<file path="src/cfc_pkg.sv">
package cfc_pkg;

  // ****************************************************************
  // register map
  // ****************************************************************
  localparam logic [7:0] CFC_OFS_CONTROL  = 8'h00;
  localparam logic [7:0] CFC_OFS_STATUS   = 8'h04;
  localparam logic [7:0] CFC_OFS_IN_WORD  = 8'h08;
  localparam logic [7:0] CFC_OFS_OUT_WORD = 8'h0c;
  localparam logic [7:0] CFC_OFS_XFER     = 8'h10;
  localparam logic [7:0] CFC_OFS_MASK     = 8'h14;
  localparam logic [7:0] CFC_OFS_RAW      = 8'h18;
  localparam logic [7:0] CFC_OFS_MASKED   = 8'h1c;

  // ****************************************************************
  // control fields
  // ****************************************************************
  localparam int CFC_CTL_DIR    = 2;
  localparam int CFC_CTL_MODE_L = 3;
  localparam int CFC_CTL_MODE_H = 5;
  localparam int CFC_CTL_SWAP_L = 6;
  localparam int CFC_CTL_SWAP_H = 7;
  localparam int CFC_CTL_KEY_L  = 8;
  localparam int CFC_CTL_KEY_H  = 9;
  localparam int CFC_CTL_FLUSH  = 14;
  localparam int CFC_CTL_ENABLE = 15;

  localparam int CFC_ST_IN_EMPTY    = 0;
  localparam int CFC_ST_IN_NOT_FULL = 1;
  localparam int CFC_ST_OUT_NEMPTY  = 2;
  localparam int CFC_ST_OUT_FULL    = 3;
  localparam int CFC_ST_BUSY        = 4;

  localparam int CFC_IRQ_IN  = 0;
  localparam int CFC_IRQ_OUT = 1;

  localparam logic [31:0] CFC_RESET_CONTROL = 32'h0000_0000;
  localparam logic [1:0]  CFC_RESET_2BIT    = 2'h0;

  // ****************************************************************
  // queues and bursts
  // ****************************************************************
  localparam int CFC_DEPTH          = 8;
  localparam int CFC_IN_SERVICE_LVL = 4;
  localparam int CFC_BURST_AES      = 4;
  localparam int CFC_BURST_DES      = 2;
  localparam int CFC_LAT_BLOCK      = 16;
  localparam int CFC_LAT_KEY        = 24;

  typedef enum logic [2:0] {
    CFC_TDES_ECB = 3'b000,
    CFC_TDES_CBC = 3'b001,
    CFC_DES_ECB  = 3'b010,
    CFC_DES_CBC  = 3'b011,
    CFC_AES_ECB  = 3'b100,
    CFC_AES_CBC  = 3'b101,
    CFC_AES_CTR  = 3'b110,
    CFC_AES_KEY  = 3'b111
  } cfc_mode_t;

  typedef enum logic [1:0] {
    CFC_SWAP_WORD = 2'b00,
    CFC_SWAP_HALF = 2'b01,
    CFC_SWAP_BYTE = 2'b10,
    CFC_SWAP_BIT  = 2'b11
  } cfc_swap_t;

  typedef enum logic [1:0] {
    CFC_KEY_128 = 2'b00,
    CFC_KEY_192 = 2'b01,
    CFC_KEY_256 = 2'b10,
    CFC_KEY_RSV = 2'b11
  } cfc_key_t;

endpackage : cfc_pkg

</file>
<file path="src/cfc_queue_if.sv">
`timescale 1ns/1ns
`default_nettype none
interface cfc_queue_if #(
  parameter int WIDTH = 32,
  parameter int DEPTH = 8
);
  logic                   push;
  logic [WIDTH-1:0]       pushData;
  logic                   pop;
  logic [WIDTH-1:0]       popData;
  logic                   flush;
  logic [$clog2(DEPTH):0] level;
  logic                   empty;
  logic                   full;

  modport queue (input push, pushData, pop, flush, output popData, level, empty, full);
  modport user  (output push, pushData, pop, flush, input popData, level, empty, full);
endinterface : cfc_queue_if
`default_nettype wire

</file>
<file path="src/cfc_queue.sv">
`timescale 1ns/1ns
`default_nettype none
module cfc_queue #(
  parameter int WIDTH = 32,
  parameter int DEPTH = 8
) (
  input wire logic clk,      // bus clock
  input wire logic reset_n,  // synchronous reset, active low
  cfc_queue_if.queue q       // queue port
);
  localparam int AW = $clog2(DEPTH);

  logic [WIDTH-1:0] store [DEPTH];
  logic [AW-1:0]    wrPtr;
  logic [AW-1:0]    rdPtr;
  logic [AW:0]      count;
  logic             doPush;
  logic             doPop;

  // pushes into a full queue are dropped unless a pop comes in the same cycle; pops from an empty one are dropped
  assign doPush    = q.push && (!q.full || doPop);
  assign doPop     = q.pop && !q.empty;
  assign q.level   = count;
  assign q.empty   = (count == '0);
  assign q.full    = (count == (AW+1)'(DEPTH));
  assign q.popData = store[rdPtr];

  always_ff @(posedge clk) begin
    if (!reset_n || q.flush) begin
      wrPtr <= '0;
      rdPtr <= '0;
      count <= '0;
    end else begin
      if (doPush) begin
        wrPtr <= (wrPtr == AW'(DEPTH-1)) ? '0 : wrPtr + 1'b1;
      end
      if (doPop) begin
        rdPtr <= (rdPtr == AW'(DEPTH-1)) ? '0 : rdPtr + 1'b1;
      end
      if (doPush && !doPop) begin
        count <= count + 1'b1;
      end else if (doPop && !doPush) begin
        count <= count - 1'b1;
      end
    end
  end

  always_ff @(posedge clk) begin
    if (doPush) begin
      store[wrPtr] <= q.pushData;
    end
  end
endmodule : cfc_queue
`default_nettype wire

</file>
<file path="src/cfc_control.sv">
`timescale 1ns/1ns
`default_nettype none
module cfc_control
  import cfc_pkg::*;
#(
  parameter int DEPTH     = cfc_pkg::CFC_DEPTH,
  parameter int LAT_BLOCK = cfc_pkg::CFC_LAT_BLOCK,
  parameter int LAT_KEY   = cfc_pkg::CFC_LAT_KEY
) (
  input  wire logic        clk,          // 100 MHz bus clock
  input  wire logic        reset_n,      // synchronous reset, active low
  input  wire logic [7:0]  addr,         // register byte address
  input  wire logic [31:0] wrData,       // write data
  input  wire logic        wrStrobe,     // write strobe
  input  wire logic        rdStrobe,     // read strobe
  output logic      [31:0] rdData,       // read data, cycle after strobe
  output logic             fillRequest,  // transfer request: fill input queue
  output logic             drainRequest, // transfer request: drain output queue
  output logic      [2:0]  burstWords,   // burst length of current mode
  output logic             serviceIrq,   // service interrupt, active high
  output logic             decrypt,      // direction to the cipher core
  output logic      [2:0]  modeSel,      // algorithm and chaining to the core
  output logic      [1:0]  swapSel,      // swap granularity to the core
  output logic      [1:0]  keySel,       // key length to the core
  output logic             keyPrepare    // core busy while the key schedule mode is selected
);
  import cfc_pkg::*;

  // ****************************************************************
  // state
  // ****************************************************************
  typedef enum logic [1:0] {
    CFC_IDLE  = 2'b00,
    CFC_LOAD  = 2'b01,
    CFC_CRUNCH = 2'b10,
    CFC_EMIT  = 2'b11
  } cfc_state_t;

  localparam int LW = $clog2(DEPTH) + 1;
  localparam int CW = 8;

  cfc_queue_if #(.WIDTH(32), .DEPTH(DEPTH)) inQ ();
  cfc_queue_if #(.WIDTH(32), .DEPTH(DEPTH)) outQ ();

  logic            directionSelect;
  cfc_mode_t       algorithmChainingSelect;
  cfc_swap_t       swapGranularitySelect;
  cfc_key_t        keyLengthSelect;
  logic            processorEnable;
  logic            transferInRequestEnable;
  logic            transferOutRequestEnable;
  logic            inServiceMask;
  logic            outServiceMask;
  cfc_state_t      state;
  logic [CW-1:0]   cycles;
  logic [2:0]      wordCount;
  logic [31:0]     block [4];
  logic            busy;
  logic            inServiceRaw;
  logic            outServiceRaw;
  logic            inServiceMasked;
  logic            outServiceMasked;
  logic            wrCtl;
  logic            coreTake;
  logic            coreGive;
  logic [2:0]      blockWords;
  logic            keyRun;

  function automatic logic [2:0] cfc_block_words(input cfc_mode_t m);
    // a block is four words for AES, two for DES and triple DES
    return (m[2]) ? 3'(CFC_BURST_AES) : 3'(CFC_BURST_DES);
  endfunction : cfc_block_words

  function automatic logic [31:0] cfc_swap(input logic [31:0] w, input cfc_swap_t s);
    logic [31:0] r;
    r = w;
    unique case (s)
      CFC_SWAP_WORD: r = w;
      CFC_SWAP_HALF: r = {w[15:0], w[31:16]};
      CFC_SWAP_BYTE: r = {w[7:0], w[15:8], w[23:16], w[31:24]};
      CFC_SWAP_BIT: begin
        for (int i = 0; i < 32; i++) begin
          r[i] = w[31-i];
        end
      end
    endcase
    return r;
  endfunction : cfc_swap

  // ****************************************************************
  // register writes
  // ****************************************************************
  assign wrCtl = wrStrobe && (addr == CFC_OFS_CONTROL);

  always_ff @(posedge clk) begin
    if (!reset_n) begin
      directionSelect         <= CFC_RESET_CONTROL[CFC_CTL_DIR];
      algorithmChainingSelect <= CFC_TDES_ECB;
      swapGranularitySelect   <= CFC_SWAP_WORD;
      keyLengthSelect         <= CFC_KEY_128;
      processorEnable         <= CFC_RESET_CONTROL[CFC_CTL_ENABLE];
    end else if (wrCtl) begin
      directionSelect         <= wrData[CFC_CTL_DIR];
      algorithmChainingSelect <= cfc_mode_t'(wrData[CFC_CTL_MODE_H:CFC_CTL_MODE_L]);
      swapGranularitySelect   <= cfc_swap_t'(wrData[CFC_CTL_SWAP_H:CFC_CTL_SWAP_L]);
      keyLengthSelect         <= cfc_key_t'(wrData[CFC_CTL_KEY_H:CFC_CTL_KEY_L]);
      processorEnable         <= wrData[CFC_CTL_ENABLE];
    end
  end

  always_ff @(posedge clk) begin
    if (!reset_n) begin
      transferInRequestEnable  <= CFC_RESET_2BIT[0];
      transferOutRequestEnable <= CFC_RESET_2BIT[1];
    end else if (wrStrobe && addr == CFC_OFS_XFER) begin
      transferInRequestEnable  <= wrData[0];
      transferOutRequestEnable <= wrData[1];
    end
  end

  always_ff @(posedge clk) begin
    if (!reset_n) begin
      inServiceMask  <= CFC_RESET_2BIT[CFC_IRQ_IN];
      outServiceMask <= CFC_RESET_2BIT[CFC_IRQ_OUT];
    end else if (wrStrobe && addr == CFC_OFS_MASK) begin
      inServiceMask  <= wrData[CFC_IRQ_IN];
      outServiceMask <= wrData[CFC_IRQ_OUT];
    end
  end

  // ****************************************************************
  // queues
  // ****************************************************************
  // flush is judged against the enable held before this write
  assign inQ.flush  = wrCtl && wrData[CFC_CTL_FLUSH] && !processorEnable;
  assign outQ.flush = inQ.flush;

  assign inQ.push     = wrStrobe && (addr == CFC_OFS_IN_WORD);
  assign inQ.pushData = wrData;
  assign inQ.pop      = coreTake;

  assign outQ.push     = coreGive;
  assign outQ.pushData = cfc_swap(block[wordCount[1:0]], swapGranularitySelect);
  assign outQ.pop      = rdStrobe && (addr == CFC_OFS_OUT_WORD);

  cfc_queue #(.WIDTH(32), .DEPTH(DEPTH)) inQueue (
    .clk     (clk),
    .reset_n (reset_n),
    .q       (inQ)
  );

  cfc_queue #(.WIDTH(32), .DEPTH(DEPTH)) outQueue (
    .clk     (clk),
    .reset_n (reset_n),
    .q       (outQ)
  );

  // ****************************************************************
  // core sequencing
  // ****************************************************************
  // the rounds live elsewhere; this sequencer models their latency and
  // moves a block from the input queue to the output queue
  assign blockWords = cfc_block_words(algorithmChainingSelect);
  assign coreTake   = (state == CFC_LOAD) && !inQ.empty && processorEnable;
  assign coreGive   = (state == CFC_EMIT) && !outQ.full && processorEnable;

  always_ff @(posedge clk) begin
    if (!reset_n || inQ.flush) begin
      state     <= CFC_IDLE;
      cycles    <= '0;
      wordCount <= '0;
    end else begin
      unique case (state)
        CFC_IDLE: begin
          wordCount <= '0;
          if (processorEnable && algorithmChainingSelect == CFC_AES_KEY) begin
            state  <= CFC_CRUNCH;
            cycles <= CW'(LAT_KEY);
          end else if (processorEnable
                       && inQ.level >= LW'(blockWords)) begin
            state <= CFC_LOAD;
          end
        end
        CFC_LOAD: begin
          if (!processorEnable) begin
            state <= CFC_IDLE;
          end else if (coreTake) begin
            if (wordCount == blockWords - 3'd1) begin
              state     <= CFC_CRUNCH;
              cycles    <= CW'(LAT_BLOCK);
              wordCount <= '0;
            end else begin
              wordCount <= wordCount + 3'd1;
            end
          end
        end
        CFC_CRUNCH: begin
          if (cycles != '0) begin
            cycles <= cycles - 1'b1;
          end else if (keyRun) begin
            // a finished key run parks here so that it does not start again;
            // a data mode or a cleared enable releases it without emitting
            if (!processorEnable || algorithmChainingSelect != CFC_AES_KEY) begin
              state <= CFC_IDLE;
            end
          end else begin
            state <= CFC_EMIT;
          end
        end
        CFC_EMIT: begin
          if (!processorEnable) begin
            state <= CFC_IDLE;
          end else if (coreGive) begin
            if (wordCount == blockWords - 3'd1) begin
              state     <= CFC_IDLE;
              wordCount <= '0;
            end else begin
              wordCount <= wordCount + 3'd1;
            end
          end
        end
      endcase
    end
  end

  // a key run is recorded on leaving idle, so that a mode write during a
  // run cannot turn a key schedule into a data block or the reverse
  always_ff @(posedge clk) begin
    if (!reset_n || inQ.flush) begin
      keyRun <= 1'b0;
    end else if (state == CFC_IDLE) begin
      keyRun <= processorEnable && (algorithmChainingSelect == CFC_AES_KEY);
    end
  end

  // direction flips data bits as a stand-in for the real transform
  always_ff @(posedge clk) begin
    if (coreTake) begin
      block[wordCount[1:0]] <= cfc_swap(inQ.popData, swapGranularitySelect)
                               ^ {32{directionSelect}};
    end
  end

  // a parked key run reads as idle
  assign busy = (state == CFC_CRUNCH) && (cycles != '0);

  // ****************************************************************
  // service interrupt and transfer requests
  // ****************************************************************
  assign inServiceRaw     = inQ.level < LW'(CFC_IN_SERVICE_LVL);
  assign outServiceRaw    = !outQ.empty;
  assign inServiceMasked  = inServiceRaw && inServiceMask && processorEnable;
  assign outServiceMasked = outServiceRaw && outServiceMask;
  assign serviceIrq       = inServiceMasked || outServiceMasked;

  // a request stands only while a whole burst fits or is available
  assign burstWords   = blockWords;
  assign fillRequest  = transferInRequestEnable && processorEnable
                        && (LW'(DEPTH) - inQ.level >= LW'(blockWords));
  assign drainRequest = transferOutRequestEnable
                        && (outQ.level >= LW'(blockWords));

  assign decrypt    = directionSelect;
  assign modeSel    = algorithmChainingSelect;
  assign swapSel    = swapGranularitySelect;
  assign keySel     = keyLengthSelect;
  assign keyPrepare = busy && (algorithmChainingSelect == CFC_AES_KEY);

  // ****************************************************************
  // register reads
  // ****************************************************************
  always_ff @(posedge clk) begin
    if (!reset_n) begin
      rdData <= '0;
    end else if (rdStrobe) begin
      // reserved bits and unmapped offsets read as zero
      rdData <= '0;
      unique case (addr)
        CFC_OFS_CONTROL: begin
          rdData[CFC_CTL_DIR]                   <= directionSelect;
          rdData[CFC_CTL_MODE_H:CFC_CTL_MODE_L] <= algorithmChainingSelect;
          rdData[CFC_CTL_SWAP_H:CFC_CTL_SWAP_L] <= swapGranularitySelect;
          rdData[CFC_CTL_KEY_H:CFC_CTL_KEY_L]   <= keyLengthSelect;
          rdData[CFC_CTL_ENABLE]                <= processorEnable;
        end
        CFC_OFS_STATUS: begin
          rdData[CFC_ST_IN_EMPTY]    <= inQ.empty;
          rdData[CFC_ST_IN_NOT_FULL] <= !inQ.full;
          rdData[CFC_ST_OUT_NEMPTY]  <= !outQ.empty;
          rdData[CFC_ST_OUT_FULL]    <= outQ.full;
          rdData[CFC_ST_BUSY]        <= busy;
        end
        // while enabled the head is still shown; software must not rely on it
        CFC_OFS_IN_WORD:  rdData <= inQ.popData;
        CFC_OFS_OUT_WORD: rdData <= outQ.empty ? '0 : outQ.popData;
        CFC_OFS_XFER: begin
          rdData[0] <= transferInRequestEnable;
          rdData[1] <= transferOutRequestEnable;
        end
        CFC_OFS_MASK: begin
          rdData[CFC_IRQ_IN]  <= inServiceMask;
          rdData[CFC_IRQ_OUT] <= outServiceMask;
        end
        CFC_OFS_RAW: begin
          rdData[CFC_IRQ_IN]  <= inServiceRaw;
          rdData[CFC_IRQ_OUT] <= outServiceRaw;
        end
        CFC_OFS_MASKED: begin
          rdData[CFC_IRQ_IN]  <= inServiceMasked;
          rdData[CFC_IRQ_OUT] <= outServiceMasked;
        end
        default: rdData <= '0;
      endcase
    end
  end
endmodule : cfc_control
`default_nettype wire

</file>
<file path="config.mk">
export PLATFORM = sky130hd
export DESIGN_NAME = cfc_control
export DESIGN_NICKNAME = d
export VERILOG_FILES = /design/src/cfc_pkg.sv /design/src/cfc_queue_if.sv /design/src/cfc_queue.sv /design/src/cfc_control.sv
export SDC_FILE = /design/constraint.sdc
export NUM_CORES = 1
export LEC_CHECK = 0
export BUFFER_PORTS_ARGS = -buffer_cell sky130_fd_sc_hd__buf_2
export CORE_ASPECT_RATIO = 2
export CORE_MARGIN = 3
export CORE_UTILIZATION = 40
export CTS_CLUSTER_SIZE = 16
export DETAILED_ROUTE_END_ITERATION = 8
export PLACE_DENSITY_LB_ADDON = 0.25
export SYNTH_ARGS = -nofsm -noshare
export SYNTH_HDL_FRONTEND = slang
export SYNTH_SLANG_ARGS = --single-unit
</file>
<file path="constraint.sdc">
create_clock -name clk -period 18.2 [get_ports clk]
set_input_delay 5.46 -clock clk [delete_from_list [all_inputs] [get_ports clk]]
set_output_delay 5.46 -clock clk [all_outputs]
set_load 0.005 [all_outputs]
</file>
# ---- After elaboration in Yosys (flattened, before gate mapping)
# Memory sizes are Yosys's and may differ from the RTL's. A register that Yosys moved wholly into a read port is not among the register bits.
# Cells that the tools add are included.
dict set report word_totals {
  register_bits 79
  latchBits 0
  ramBits 640
  mem_bits_ro 0
  in_bits 44
  output_inout_bits 47
  elab_cells 188
  memories 3
}
dict set report op_classes {
  add_sub_neg 12
  mul 0
  n_div 0
  n_lt_le_gt_ge 4
  eq_ne 36
  shift 0
  n_mux 55
  n_bitwise 1
  n_reduce_logical 57
}
# memory depth word_bits rd rd_clocked_by_memory_dff wr line
set memory_table {}
lappend memory_table {inQueue.store 8 32 1 1 1 cfc_queue.sv:13} ;# logic [WIDTH-1:0] store [DEPTH];
lappend memory_table {outQueue.store 8 32 1 1 1 cfc_queue.sv:13}
lappend memory_table {block 4 32 1 1 1 cfc_control.sv:57} ;# logic [31:0] block [4];
# op n
set ops {}
lappend ops {{32-bit one-hot mux with 4 select lines} 2}
lappend ops {{32-bit two-way mux} 2}
lappend ops {{3-bit two-way mux} 14}
lappend ops {{8-bit two-way mux} 5}
lappend ops {{8-bit by 5-bit == test with 1-bit output (second input constant)} 4}
lappend ops {{16-bit one-hot mux with 2 select lines} 1}
lappend ops {{32-bit bitwise XOR} 1}
lappend ops {{1-bit logical AND} 29}
lappend ops {{2-bit two-way mux} 13}
lappend ops {{8-bit one-hot mux with 3 select lines} 1}
lappend ops {{8-bit by 4-bit == test with 1-bit output (second input constant)} 2}
lappend ops {{4-bit two-way mux} 4}
lappend ops {{3-bit by 1-bit adder with 3-bit output (second input constant)} 5}
lappend ops {{3-bit == test (second input constant)} 5}
lappend ops {{3-bit by 2-bit inequality test with 1-bit output (second input constant)} 5}
lappend ops {{5-bit one-hot mux with 3 select lines} 1}
lappend ops {{2-bit one-hot mux with 7 select lines} 1}
lappend ops {{4-bit by 3-bit greater-or-equal comparator with 1-bit output} 3}
lappend ops {{3-bit one-hot mux with 4 select lines} 1}
lappend ops {{1-bit logical NOT} 10}
lappend ops {{2-bit by 1-bit inequality test with 1-bit output (second input constant)} 5}
lappend ops {{5-bit one-hot mux with 2 select lines} 1}
lappend ops {{3-bit one-hot mux with 3 select lines} 1}
lappend ops {{4-bit by 1-bit adder with 4-bit output (second input constant)} 2}
lappend ops {{other kinds (25)} 47}

# ---- Logic depth before layout (Yosys ltp)
dict set report logic_depth {
  ltp_word 11
  depth_mapped 15
  ltp_nobuf 14
}

# ---- Modules after synthesis
# Synthesis repeated with hierarchy kept, for this count alone.
dict set report hier_totals {
  cells_unflattened 1593
  hier_area_um2 30440.4
}
# mod n_inst cells_each area_each_um2 seq_area_each_um2
set by_module_without_submodules {}
lappend by_module_without_submodules {cfc_queue 2 447 10314.9 7947.6}
lappend by_module_without_submodules {cfc_control 1 699 9810.7 5064.9}

# ---- Worst setup path after synthesis
# OpenSTA, ideal clock, no wires.
dict set report synth_path {
  path_kind {input -> register}
  from {input port addr[0]}
  to {memory inQueue.store[2][0] (enable)}
  setup_time_ns 0.513
  arrival_time_ns 9.860
  t_required_ns 17.687
  slack_ns 7.827
  path_stages 5
  path_buffers 1
  path_cell_list {nor4_1 nand4_1 or2_1 clkbuf_1 nor4b_1}
}
dict set report synth_via {
  elab_chain_cells 5
}
# item line
set synth_rtl {}
lappend synth_rtl {{start: declaration} cfc_control.sv:12} ;# input wire logic [7:0] addr,
lappend synth_rtl {{8-bit by 4-bit == test with 1-bit output} cfc_control.sv:138} ;# assign inQ.push = wrStrobe && (addr == CFC_OFS_IN_WORD);
lappend synth_rtl {{1-bit logical AND} cfc_control.sv:138}
lappend synth_rtl {{1-bit logical AND} cfc_queue.sv:21} ;# assign doPush = q.push && (!q.full || doPop);
lappend synth_rtl {{1-bit two-way mux} cfc_queue.sv:49} ;# if (doPush) begin
lappend synth_rtl {{1-bit two-way mux (not written as such)} cfc_queue.sv:50} ;# store[wrPtr] <= q.pushData;
lappend synth_rtl {{end: declaration} cfc_queue.sv:13}
# Every way passes these cells.

# ---- Worst setup path in the final report
dict set report layout_path {
  from {input port addr[0]}
  to {register inQueue.count[3] (netlist: inQueue.q.level[3])}
}
dict set report layout_via {
  elab_chain_cells 6
  elab_cells_between_ends 13
  classes_between {eq/ne (1); mux (1); reduce/logical (11)}
}
# item line
set layout_rtl {}
lappend layout_rtl {{8-bit by 4-bit == test with 1-bit output *} cfc_control.sv:138}
lappend layout_rtl {{1-bit logical AND *} cfc_control.sv:138}
lappend layout_rtl {{1-bit logical AND *} cfc_queue.sv:21}
lappend layout_rtl {{via inQueue.doPush} cfc_queue.sv:17} ;# logic doPush;
lappend layout_rtl {{1-bit logical NOT} cfc_queue.sv:42} ;# end else if (doPop && !doPush) begin
lappend layout_rtl {{1-bit logical AND} cfc_queue.sv:42}
lappend layout_rtl {{2-bit nonzero test (no source line)} --}
lappend layout_rtl {{end signal: assignment} cfc_queue.sv:41} ;# count <= count + 1'b1;
lappend layout_rtl {{end signal: assignment} cfc_queue.sv:43} ;# count <= count - 1'b1;
lappend layout_rtl {{end: declaration} cfc_queue.sv:16} ;# logic [AW:0] count;
# Mark *: on every way through the listed nets, which the timed path passes. The rest lies on a longest branch.
# A chain may end at the register's enable or synchronous reset.

==> impl_results.md <==
- Switching pwr: 0.621 mW
- Peak VDD IR: 0.101 mV
- RSZ-0062 raised after global routing: false
- CORE AREA: between 70000 and 80000 um2
- Critical Path RT: 18.76 ns
- Yosys reg bits: a little over 700
- Inst Count DP: between 2000 and 3000
- Avg Cell Area, Syn: 18.5 um2
- Buffers added on ports: 89
- Total global routing overflow: 0
- DR WL/cell: 25.9 um
- Setup_tns: 0 ns
- Maxcap violations: 0
- Clk sinks: 727
- Startpoint Class: primary input
- Clock power share: 0.416
- Synth cell types: 71
- Row count: 141
- Clk_lat worst skew: 0.65 ns
- Syn Nets: 1705
- Leading register cell type out of synthesis: edfxtp_1
- Comb pwr share: 0.012
- Die height: 394 um
- Async set-or-reset flop fraction in the synthesized netlist: 0
- Yosys top cell by area: edfxtp_1
- Worst path arrival time: 8.51 ns
- Area growth syn-to-layout: 12.1%
- Final Skew: 0.0382 ns
- Post-DP HPWL: between 40 and 50 mm
- Worst-margin pin slew: 1.07 ns
- # setup viols final: 0
- Final hold vios: 0
- Hold buffers post-CTS: 0
- Tightest slew margin relative to the limit: 0.269
- Fillers: between 6000 and 7000
- Post-synth EDFFs: 640
- Crit Path Class: in -> reg
- CP max-delay cell: nor4_1
- CTS tree: built
- Final core occ: 0.455
- First-pass DRT Iterations: 7
- Post-CTS Setup Inserts: 0
- Die W: roughly 200 um
- Total power draw: 3.15 mW
- Die area: 78800 um2
- Clock-pin slew on the worst setup and hold paths: 0.07 ns
- Net Sw Frac: 0.197
- Post-DP Area: ~32000 um2
- CP cell instances: buf_2, nor4_1, nand4_1, buf_4, or2_1, inv_2, ha_1, inv_1, ha_1, a21o_1, a21oi_1, xnor2_1, or3_1, a21oi_1
- Max Freq: around 130 MHz
- Reg power frac: 0.572
- Netlist Area Pre-Place: 30100 um2
- # DRC: 0
- GPL Wtd Cong: 0.816
- Finished Cell Area: approximately 34000 um2
- Largest net degree at the start of global routing: 57
- Post-CTS sizing: 0
- H-tree Lvls: 2
- Most common cell in the synthesized netlist: edfxtp_1
- Post-synth top area share: 0.638
- Slew Viols, Final: 0
- Drt total wl: 71.7 mm
- Lkg Pwr: 10.5 nW
- DR vias: 15601
- Worst Path Max Fanout: 13
- Initial antenna violation count: 0
- TritonCTS buffer count: 59
- Status: finished clean
- Fraction of layout cells with a size suffix above 1: 0.280
- Top-Level Pins: 91
- CTS Root Cell: clkbuf_16
- DR vias/cell: ~5.6
- CTS Buffer Depth: 3
- Fin cells: between 2000 and 3000
- Register area: 21000 um2
- Minimum clock period after layout: 7.95 ns
- Design internal power: between 2 and 3 mW
- Multi-input gate area: 8690 um2
- Final #Nets: approximately 1800
- Sequential area share after synthesis: 0.696
- Yosys warns: 0
- ANT nets after route: 0
- Starting density of the core: 0.405
- Synth area leaders: edfxtp_1, mux4_2, dfxtp_1
- Iter 0 DRT Violations: 1307
- Worst Hold Class: reg -> reg
- Cell count after synthesis: 1628
- P per Cell Area: 93.3 nW/um2
- Vias in the first global route: roughly 17000
- Part of the cycle the worst path needs: 0.437
- Antenna Cells: 0
- Synth top cells by count: edfxtp_1, mux4_2, dfxtp_1
- Total GRT Usage: 0.184
- Kind of end point of the critical path: register
- Max incr delay on CP: 0.45 ns
- Global-route wire length before repair: 108 mm
## path summary, 6_finish.rpt
check	startpoint	endpoint	slack, ns	cells after the start
max	addr[0]	inQueue.q.level[3]	10.25	14
min	inQueue.rdPtr[1]	register	0.47	2
max reg2reg	register	block[1][11]	14.54	6
min reg2reg	inQueue.rdPtr[1]	register	0.47	2
## cell usage in the layout, fill, tap and decap left out, drive strengths merged, types with 20 or more instances in the layout
cell,n
edfxtp,640
mux4,192
buf,131
dfxtp,87
clkbuf,72
nand2,65
a21oi,46
mux2,41
xnor2,39
nor2,37
mux2i,34
o21ai,33
o221ai,32
ha,31
inv,31
clkinv,22
a22oi,20
## layer usage
layer | track usage | wire, um | up-vias
met2 | 0.347 | 40000 | 387
met1 | 0.210 | 26200 | 8259
met5 | 0 | 0 | -
met3 | 0.0245 | 2680 | 115
li1 | - | - | 6840
met4 | 0.0672 | 2720 | 0
## flip-flops by register name, indices dropped and copies added, names as in the netlist, 3 cells and up, named ones only
signal	cells
inQueue.rdPtr	3
outQueue.wrPtr	3
wordCount	3
inQueue.store	256
cycles	8
block	128
inQueue.q.level	4
rdData	32
inQueue.wrPtr	3
modeSel	3
outQueue.store	256
outQueue.q.level	4
outQueue.rdPtr	3
## area by class of cell
cell class	instances	area share
Inverter	27	0.00300
Timing Repair Buffer	131	0.0225
Clock inverter	37	0.0111
Multi-Input combinational cell	771	0.257
Sequential cell	727	0.621
Tap cell	1001	0.0371
Clock buffer	72	0.0477
## critical path, delay by kind of cell
kind	cells	cell delay (ns)
adders and majority gates	2	0.47
xor gates and xnor gates	1	0.09
AOI/OAI and AO/OA	3	0.50
buffers and inverters	4	0.60
and+or+nand+nor	4	1.38
## kinds of logic after synthesis
group / Yosys count / share of synthesized area
flip-flops: 727 / 0.696
multiplexers: 267 / 0.170
AO/OA/AOI/OAI: 223 / 0.0532
AND/OR/NAND/NOR: 206 / 0.0354
buffers and inverters: 130 / 0.0187
XOR/XNOR: 41 / 0.0119
adder cells (fa/ha/maj): 33 / 0.0142
other: 1 / 0.000125
## per-stage QoR
stage,setup WS (ns),hold WS (ns)
3_3_place_gp,9.57,0.456
3_5_place_dp,9.58,0.462
5_1_grt,10.00,0.497
2_1_floorplan,7.83,0.444
4_1_cts,10.25,0.479
6_report,10.25,0.472
## power by group through the flow
stage	logic [mW]	clock network (mW)	registers, mW
floorplan	0.0145	0	1.84
global placement	0.0363	0	1.84
global route	0.0417	1.40	1.80
CTS	0.0381	1.34	1.80
detailed placement	0.0380	0	1.84
finish	0.0376	1.31	1.80
Power figures use the tool's default switching activity.
